## src/hw/cvc_pkg.sv

```systemverilog
// Constants for the command value conditioning block.
// Assumes one 20 MHz system clock; values are fixed-point integers.
package cvc_pkg;
  // Clock period in ns, kept for timing reference
  localparam int CLK_PERIOD_NS = 50;
  // Signal type codes
  localparam logic [1:0] SIG_VOLT = 2'h0;
  localparam logic [1:0] SIG_CURR = 2'h1;
  localparam logic [1:0] SIG_FREQ = 2'h2;
  localparam logic [1:0] SIG_PWM  = 2'h3;
  // Input level units: mV, uA, 0.2 Hz, 0.1 %PW (signed 16 bit)
  // Frequency counts in 0.2 Hz so 5000 Hz still fits a signed word
  localparam int LVL_W = 16;
  // Endpoint limits and steps per type
  localparam logic signed [15:0] VOLT_MIN_BI   = -16'sd10000;
  localparam logic signed [15:0] VOLT_MIN_UNI  = 16'sd0;
  localparam logic signed [15:0] VOLT_MAX      = 16'sd10000;
  localparam logic signed [15:0] VOLT_STEP     = 16'sd200;
  localparam logic signed [15:0] FREQ_MIN      = 16'sd25;
  localparam logic signed [15:0] FREQ_MAX      = 16'sd25000;
  localparam logic signed [15:0] PWM_MIN       = 16'sd0;
  localparam logic signed [15:0] PWM_MAX       = 16'sd1000;
  localparam logic signed [15:0] PWM_STEP      = 16'sd2;
  // Default endpoints per type: volt, curr, freq, pwm
  localparam logic signed [15:0] DEF_MIN_IF [4] =
    '{16'sd0, 16'sd0, 16'sd25, 16'sd50};
  localparam logic signed [15:0] DEF_MAX_IF [4] =
    '{16'sd10000, 16'sd20000, 16'sd25000, 16'sd950};
  localparam logic signed [15:0] DEF_CB_LO [4] =
    '{16'sd500, 16'sd500, 16'sd50, 16'sd100};
  localparam logic signed [15:0] DEF_CB_HI [4] =
    '{16'sd10000, 16'sd20000, 16'sd25000, 16'sd1000};
  // Reference values in 0.01 mm, deadband in 0.1 % of range
  localparam logic signed [15:0] DEF_MIN_REF = 16'sd0;
  localparam logic signed [15:0] DEF_MAX_REF = 16'sd10000;
  localparam logic [9:0]         DB_MAX      = 10'd1000;
  localparam int                 N_FIXED     = 7;
  // Controller mode codes that allow deadband changes
  localparam logic [1:0] MODE_PQ_OPEN  = 2'h0;
  localparam logic [1:0] MODE_POS_OPEN = 2'h1;
endpackage

```

## src/hw/cvc_fixed_sel.sv

```systemverilog
// Fixed command value selector.
// Assumes selection inputs are already synchronous to clk.
`timescale 1ns/1ps
module cvc_fixed_sel
  import cvc_pkg::*;
(
  // Control
  input  wire logic                fix_en,
  input  wire logic [2:0]          sel_used,
  input  wire logic [2:0]          sel_in,
  // Values
  input  wire logic signed [15:0]  ext_cmd,
  input  wire logic signed [15:0]  fix_val [N_FIXED],
  output logic signed [15:0]       sel_cmd,
  output logic [2:0]               sel_idx
);
  logic [2:0] eff;                        // Gated selection bits

  // Gate each selection by its own use; bit 1 also needs bit 0 used, bit 2 needs bit 0 or bit 1 used
  always_comb begin
    eff[0] = sel_used[0] & sel_in[0];
    eff[1] = sel_used[1] & sel_used[0] & sel_in[1];
    eff[2] = sel_used[2] & (sel_used[0] | sel_used[1])
             & sel_in[2];
  end

  // Index zero keeps the external value
  always_comb begin
    sel_idx = fix_en ? eff : 3'h0;
    if (sel_idx == 3'h0) begin
      sel_cmd = ext_cmd;
    end else begin
      sel_cmd = fix_val[sel_idx - 3'h1];
    end
  end
endmodule // cvc_fixed_sel

```

## src/hw/cvc_top.sv

```systemverilog
// Command value conditioning: scaling, cable break, merge, deadband, fixed.
// Assumes synchronous inputs, one clock, and a solenoid stage downstream.
`timescale 1ns/1ps
module cvc_top
  import cvc_pkg::*;
(
  // Clock and reset
  input  wire logic               clk,
  input  wire logic               sys_rst,
  // Configuration
  input  wire logic [1:0]         sig_type,
  input  wire logic               bipolar,
  input  wire logic               cfg_wr,
  input  wire logic signed [15:0] cfg_min_if,
  input  wire logic signed [15:0] cfg_max_if,
  input  wire logic signed [15:0] cfg_cb_lo,
  input  wire logic signed [15:0] cfg_cb_hi,
  input  wire logic signed [15:0] min_ref,
  input  wire logic signed [15:0] max_ref,
  // Deadband control
  input  wire logic [1:0]         ctrl_mode,
  input  wire logic               db_wr,
  input  wire logic               db_en_in,
  input  wire logic [9:0]         db_thr_in,
  // Command inputs
  input  wire logic signed [15:0] cmd_level,
  input  wire logic signed [15:0] cmd2_value,
  input  wire logic               cmd2_add,
  // Fixed command selection
  input  wire logic               fix_en,
  input  wire logic [2:0]         sel_used,
  input  wire logic [2:0]         sel_in,
  input  wire logic signed [15:0] fix_val [N_FIXED],
  // Outputs
  output logic signed [15:0]      cmd_out,
  output logic                    sol_on,
  output logic                    cable_break,
  output logic signed [15:0]      min_if_out,
  output logic signed [15:0]      max_if_out,
  output logic [2:0]              fix_idx
);
  // Whole state of the block
  typedef struct packed {
    logic [1:0]         type_r;       // Last seen signal type
    logic signed [15:0] min_if_r;     // Interface low endpoint
    logic signed [15:0] max_if_r;     // Interface high endpoint
    logic signed [15:0] cb_lo_r;      // Cable break low limit
    logic signed [15:0] cb_hi_r;      // Cable break high limit
    logic               db_en_r;      // Deadband switched on
    logic [9:0]         db_thr_r;     // Deadband threshold, 0.1 %
    logic signed [15:0] out_r;        // Conditioned command
    logic               sol_r;        // Solenoid current allowed
    logic               cb_r;         // Cable break flag
    logic [2:0]         idx_r;        // Active fixed index
  } cvc_state_t;

  cvc_state_t st_r, st_nxt;

  logic signed [15:0] lo_lim;         // Lower bound for this type
  logic signed [15:0] hi_lim;         // Upper bound for this type
  logic signed [15:0] step;           // Endpoint step for this type
  logic signed [47:0] num;            // Scaling numerator
  logic signed [31:0] den;            // Interface span
  logic signed [31:0] scaled;         // Scaled command
  logic signed [31:0] merged;         // After second source
  logic signed [15:0] clamped;        // Reference-range result
  logic signed [15:0] sel_cmd;        // After fixed selection
  logic [2:0]         sel_idx;        // Selector index
  logic [31:0]        db_lvl;         // Deadband level in ref units
  logic [31:0]        rel;            // Command above min reference

  // Fixed command selector
  cvc_fixed_sel u_sel (
    .fix_en  (fix_en),
    .sel_used(sel_used),
    .sel_in  (sel_in),
    .ext_cmd (clamped),
    .fix_val (fix_val),
    .sel_cmd (sel_cmd),
    .sel_idx (sel_idx)
  );

  // Legal endpoint range by signal type
  always_comb begin
    case (sig_type)
      SIG_VOLT: begin
        lo_lim = bipolar ? VOLT_MIN_BI : VOLT_MIN_UNI;
        hi_lim = VOLT_MAX;
        step   = VOLT_STEP;
      end
      SIG_FREQ: begin
        lo_lim = FREQ_MIN;
        hi_lim = FREQ_MAX;
        step   = 16'sd1;
      end
      SIG_PWM: begin
        lo_lim = PWM_MIN;
        hi_lim = PWM_MAX;
        step   = PWM_STEP;
      end
      default: begin
        lo_lim = 16'sd0;
        hi_lim = DEF_MAX_IF[SIG_CURR];
        step   = 16'sd1;
      end
    endcase
  end

  // Linear scaling, merge, clamp
  always_comb begin
    den = 32'(st_r.max_if_r) - 32'(st_r.min_if_r);
    num = 48'(32'(cmd_level) - 32'(st_r.min_if_r))
          * 48'(32'(max_ref) - 32'(min_ref));
    if (den == 32'sd0) begin
      scaled = 32'(min_ref);
    end else begin
      scaled = 32'(num / 48'(den)) + 32'(min_ref);
    end
    merged = cmd2_add ? scaled + 32'(cmd2_value) : scaled;
    // Relies on min below max reference for a sane clamp
    if (merged < 32'(min_ref)) begin
      clamped = min_ref;
    end else if (merged > 32'(max_ref)) begin
      clamped = max_ref;
    end else begin
      clamped = merged[15:0];
    end
  end

  // Next state
  always_comb begin
    st_nxt = st_r;
    st_nxt.type_r = sig_type;
    if (sig_type != st_r.type_r) begin
      // Type change discards user endpoints
      st_nxt.min_if_r = DEF_MIN_IF[sig_type];
      st_nxt.max_if_r = DEF_MAX_IF[sig_type];
      st_nxt.cb_lo_r  = DEF_CB_LO[sig_type];
      st_nxt.cb_hi_r  = DEF_CB_HI[sig_type];
    end else if (cfg_wr && cfg_min_if >= lo_lim && cfg_max_if <= hi_lim
                 && (cfg_min_if % step) == 16'sd0
                 && (cfg_max_if % step) == 16'sd0) begin
      // Off-grid writes, or a min below or max above the type range, are dropped
      st_nxt.min_if_r = cfg_min_if;
      st_nxt.max_if_r = cfg_max_if;
      st_nxt.cb_lo_r  = cfg_cb_lo;
      st_nxt.cb_hi_r  = cfg_cb_hi;
    end
    if (db_wr && db_thr_in <= DB_MAX &&
        (ctrl_mode == MODE_PQ_OPEN || ctrl_mode == MODE_POS_OPEN)) begin
      st_nxt.db_en_r  = db_en_in;
      st_nxt.db_thr_r = db_thr_in;
    end
    st_nxt.cb_r = (cmd_level < st_r.cb_lo_r) ||
                  (cmd_level > st_r.cb_hi_r);
    st_nxt.idx_r = sel_idx;
    // Deadband on merged/selected command
    db_lvl = 32'((64'(unsigned'(32'(max_ref) - 32'(min_ref)))
                  * 64'(st_r.db_thr_r)) / 64'(DB_MAX));
    rel = unsigned'(32'(sel_cmd) - 32'(min_ref));
    if (st_r.db_en_r && rel < db_lvl) begin
      st_nxt.out_r = min_ref;
      st_nxt.sol_r = 1'b0;
    end else begin
      st_nxt.out_r = sel_cmd;
      st_nxt.sol_r = 1'b1;
    end
  end

  // State register
  always_ff @(posedge clk) begin
    if (sys_rst) begin
      st_r.type_r   <= SIG_VOLT;
      st_r.min_if_r <= DEF_MIN_IF[SIG_VOLT];
      st_r.max_if_r <= DEF_MAX_IF[SIG_VOLT];
      st_r.cb_lo_r  <= DEF_CB_LO[SIG_VOLT];
      st_r.cb_hi_r  <= DEF_CB_HI[SIG_VOLT];
      st_r.db_en_r  <= 1'b0;
      st_r.db_thr_r <= 10'h000;
      st_r.out_r    <= 16'sh0000;
      st_r.sol_r    <= 1'b0;
      st_r.cb_r     <= 1'b0;
      st_r.idx_r    <= 3'h0;
    end else begin
      st_r <= st_nxt;
    end
  end

  // Outputs straight from state
  assign cmd_out     = st_r.out_r;
  assign sol_on      = st_r.sol_r;
  assign cable_break = st_r.cb_r;
  assign min_if_out  = st_r.min_if_r;
  assign max_if_out  = st_r.max_if_r;
  assign fix_idx     = st_r.idx_r;

  // Checks
  property p_type_reload;
    @(posedge clk) disable iff (sys_rst)
      (sig_type != st_r.type_r) |=> min_if_out == DEF_MIN_IF[$past(sig_type)];
  endproperty
  a_type_reload: assert property (p_type_reload)
    else $error("endpoint not reloaded");

  property p_cb;
    @(posedge clk) disable iff (sys_rst)
      (cmd_level > st_r.cb_hi_r) |=> cable_break;
  endproperty
  a_cb: assert property (p_cb)
    else $error("cable break missed");

  property p_db_lock;
    @(posedge clk) disable iff (sys_rst)
      (ctrl_mode != MODE_PQ_OPEN && ctrl_mode != MODE_POS_OPEN)
      |=> $stable(st_r.db_thr_r) && $stable(st_r.db_en_r);
  endproperty
  a_db_lock: assert property (p_db_lock)
    else $error("deadband changed in closed loop");

  property p_pass;
    @(posedge clk) disable iff (sys_rst)
      (!fix_en && !st_r.db_en_r) |=> cmd_out == $past(clamped);
  endproperty
  a_pass: assert property (p_pass)
    else $error("command not passed through");

  property p_sel2;
    @(posedge clk) disable iff (sys_rst)
      !sel_used[0] |=> !fix_idx[1] && !fix_idx[0];
  endproperty
  a_sel2: assert property (p_sel2)
    else $error("selection two active without one");

  property p_zero_sol;
    @(posedge clk) disable iff (sys_rst)
      !sol_on |-> $past(st_r.db_en_r) || $past(sys_rst);
  endproperty
  a_zero_sol: assert property (p_zero_sol)
    else $error("solenoid off without deadband");

  property p_clamp;
    @(posedge clk) disable iff (sys_rst)
      (min_ref < max_ref) |-> clamped >= min_ref && clamped <= max_ref;
  endproperty
  a_clamp: assert property (p_clamp)
    else $error("scaled value out of range");

  property p_fix;
    @(posedge clk) disable iff (sys_rst)
      (fix_en && sel_used[0] && sel_in == 3'h1) |=> fix_idx == 3'h1;
  endproperty
  a_fix: assert property (p_fix)
    else $error("fixed value one not chosen");

  c_type:  cover property (@(posedge clk) sig_type != st_r.type_r);
  c_cb:    cover property (@(posedge clk) cable_break);
  c_db:    cover property (@(posedge clk) st_r.db_en_r && !sol_on);
  c_fix7:  cover property (@(posedge clk) fix_idx == 3'h7);
endmodule // cvc_top

```

## config.mk

```make
export PLATFORM = sky130hd
export DESIGN_NAME = cvc_top
export DESIGN_NICKNAME = d
export VERILOG_FILES = /design/src/hw/cvc_pkg.sv /design/src/hw/cvc_fixed_sel.sv /design/src/hw/cvc_top.sv
export SDC_FILE = /design/constraint.sdc
export NUM_CORES = 2
export LEC_CHECK = 0
export BUFFER_PORTS_ARGS = -buffer_cell sky130_fd_sc_hd__buf_4
export CORE_ASPECT_RATIO = 0.6
export CORE_MARGIN = 2
export CORE_UTILIZATION = 55
export CTS_BUF_LIST = sky130_fd_sc_hd__clkbuf_8
export DETAILED_ROUTE_END_ITERATION = 8
export GPL_ROUTABILITY_DRIVEN = 1
export GPL_TIMING_DRIVEN = 0
export PLACE_DENSITY = 0.72
export SLEW_MARGIN = 25
export SYNTH_ARGS = -nofsm -noshare
export SYNTH_HDL_FRONTEND = slang
export SYNTH_SLANG_ARGS = --single-unit
```

## constraint.sdc

```tcl
create_clock -name clk -period 276.7 [get_ports clk]
set_clock_uncertainty 0.2 [all_clocks]
set_input_delay 13.835 -clock clk [delete_from_list [all_inputs] [get_ports clk]]
set_output_delay 13.835 -clock clk [all_outputs]
set_load 0.1 [all_outputs]
```

==> impl_metrics.env <==
export IMPL_hp_class="reg -> reg"
export IMPL_grt_usage=0.336
export IMPL_grt_overflow_total=0
export IMPL_route_detailed_drc=0
export IMPL_grt_pass1_vias=91900
export IMPL_status="completed"
export IMPL_layout_nets=17400
export IMPL_die_h_um=337
export IMPL_die_width_um=559
export IMPL_top_layer_used="met5"
export IMPL_synth_cells=13900
export IMPL_maxSlewHeadroom=0.218
export IMPL_antenna_found_initial=8
export IMPL_fin_crit_ns=260.91
export IMPL_firstDrtPassIters=6
export IMPL_start_util=0.553
export IMPL_wl_met2_um=123000
export IMPL_fmax_ghz=0.00383
export IMPL_fin_crit_sh=0.943
export IMPL_cts_htree_levels=3
export IMPL_layout_common_cells="1763 x ha_1, 1352 x nand2_1, 1137 x nor2_1, 1024 x inv_1, 1020 x nor3_1"
export IMPL_vias=106000
export IMPL_maxCapViolCount=0
export IMPL_place_gp_congestion=1.00
export IMPL_cts_made_buffers=9
export IMPL_clkTransAtPathRegs_ns=0.12
export IMPL_netlist_area_um2=102000
export IMPL_cts_hold_fix_buffers=0
export IMPL_final_hold_viol_count=0
export IMPL_crit_path_start_kind="flop"
export IMPL_worstMarginPinSlew_ns=1.16
export IMPL_max_stage_delay_ns=0.72
export IMPL_arrival_ns=261.07
export IMPL_wl_um=333000
export IMPL_cts_tree="yes"
export IMPL_die_area_um2=189000
export IMPL_synth_warnings=0
export IMPL_clock_latency_ns=0.52
export IMPL_synth_ff_type="dfxtp_1"
export IMPL_layout_commonest_cell="ha_1"
export IMPL_syn_area_per_cell_um2=7.32
export IMPL_yosysSeqAreaShare=0.0193
export IMPL_crit_path_end_kind="flop"
export IMPL_core_um2=184000
export IMPL_row_count=122
export IMPL_numPortBuffers=316
export IMPL_clock_sinks=98
export IMPL_path_max_fanout=19
export IMPL_drive_gt1_frac=0.101
export IMPL_clockRootBuffer="clkbuf_8"
export IMPL_ys_async_sr_fraction=0
export IMPL_grt_pass1_wl_um=516000
export IMPL_path_common_cell="o21a_1"
export IMPL_fin_util=0.613
export IMPL_drt_initial_drc_count=11400
export IMPL_fill_cells=17200
export IMPL_wl_met3_um=40000
export IMPL_syn_to_final_growth_pct=10.8
export IMPL_vias_per_cell=6.09
export IMPL_dp_hpwl_um=283000
export IMPL_wl_per_cell_um=19.2
export IMPL_crit_slowest_cell="or4_1"
export IMPL_critical_path_class="reg -> reg"
export IMPL_ys_seq_elements=98
export IMPL_io_pins=321
export IMPL_wl_met1_um=163000
export IMPL_drv_slew=0
export IMPL_finalSetupViolations=0
export IMPL_cp_required_ns=276.86
export IMPL_ys_types=155
export IMPL_antenna_left=0
export IMPL_cts_buffer_depth=2
export IMPL_grt_max_degree=43
export IMPL_synth_edf_count=0
## worst max-delay path: cells and delay by family (launching register included)
| kind | cells | cell delay, ns |
|---|---|---|
| compound gates | 461 | 88.26 |
| buf+inv | 110 | 14.48 |
| xor+xnor | 1 | 0.22 |
| mux | 13 | 3.55 |
| simple gates | 152 | 22.28 |
| fa+ha+maj | 39 | 11.61 |
| flops | 1 | 0.35 |
## sequential cells by signal, indices dropped and copies added, names as in the netlist
name / count
cable_break: 1
cmd_out: 16
fix_idx: 3
max_if_out: 16
min_if_out: 16
sol_on: 1
st_r: 45
## metrics by stage
stage | instances | hold slack (ns) | TNS, ns | worst slack [ns] | instance area [um2]
2_1_floorplan | 14400 | 0.255 | 0 | 30.23 | 104000
3_3_place_gp | 17200 | 0.276 | -314.41 | -18.55 | 109000
3_5_place_dp | 17300 | 0.279 | -252.49 | -14.92 | 110000
4_1_cts | 17300 | 0.309 | 0 | 0.204 | 111000
5_1_grt | 17400 | 0.322 | -22.14 | -1.36 | 113000
6_report | 17400 | 0.311 | 0 | 15.79 | 113000
## path summary, 6_finish.rpt
path / start / endpoint / slack, ns / cells past startpoint
worst min-delay path: st_r[62] / st_r[62] / 0.31 / 2
worst min register to register: st_r[62] / st_r[62] / 0.31 / 2
worst max-delay path: max_if_out[0] / cmd_out[2] / 15.79 / 776
worst max register to register: max_if_out[0] / cmd_out[2] / 15.79 / 1419
## Yosys cell counts (39+ instances only)
cell type,instances,share of area
a211oi_1,54,0.0040
a21o_1,239,0.018
a21oi_1,841,0.041
a31oi_1,77,0.0047
and2_1,174,0.011
and3_1,61,0.0038
buf_1,50,0.0018
buf_4,62,0.0046
clkbuf_1,327,0.012
dfxtp_1,98,0.019
fa_1,476,0.094
ha_1,1765,0.22
inv_1,1033,0.038
mux2_2,296,0.033
mux2i_1,154,0.015
nand2_1,1354,0.050
nand2b_1,161,0.0099
nand3_1,147,0.0072
nand4_1,156,0.0096
nor2_1,1160,0.043
nor2b_1,229,0.014
nor3_1,1024,0.050
nor4_1,60,0.0037
o211ai_1,82,0.0061
o21a_1,955,0.070
o21ai_0,578,0.028
o21ai_1,39,0.0019
o21bai_1,77,0.0057
o31ai_1,563,0.042
or2_2,64,0.0039
or3_1,63,0.0039
xnor2_1,432,0.037
xor2_1,288,0.025
## timing repair
item / CTS / global route
setup buffers: 1 / 78
pin swaps: 1 / 45
gates resized for setup: 110 / 590
endpoints found under the hold margin: 0 / 0
endpoints found under the setup margin: 17 / 17
gates cloned: 0 / 3
## area by class of cell
type | instances | area, um2 | share of cell area
Tap cell | 2480 | 3100 | 0.0275
Multi-Input combinational cell | 12800 | 96900 | 0.859
Clock buffer | 9 | 124 | 0.00110
Timing Repair Buffer | 466 | 4060 | 0.0360
Clock inverter | 6 | 47.5 | 0.000422
Antenna cell | 5 | 12.5 | 0.000111
Buffer | 477 | 2600 | 0.0230
Sequential cell | 98 | 1970 | 0.0174
Inverter | 1046 | 3950 | 0.0350
## cells by family after synthesis
| logic type | share of synthesized area |
|---|---|
| buf+inv | 0.0597 |
| fa+ha+maj | 0.312 |
| xor+xnor | 0.0629 |
| simple gates | 0.227 |
| flops | 0.0193 |
| compound gates | 0.265 |
| mux | 0.0531 |
| other cells | 0.0000738 |
## metal layers
metal / vias to the layer above / GRT usage
met3: 381 / 0.0798
met5: - / 0
li1: 52000 / -
met4: 16 / 0.0593
met2: 4451 / 0.446
met1: 48900 / 0.534
Power is left out: the tool's default activity adds up to more than one toggle a clock period on the data nets, which glitch-free logic cannot reach.
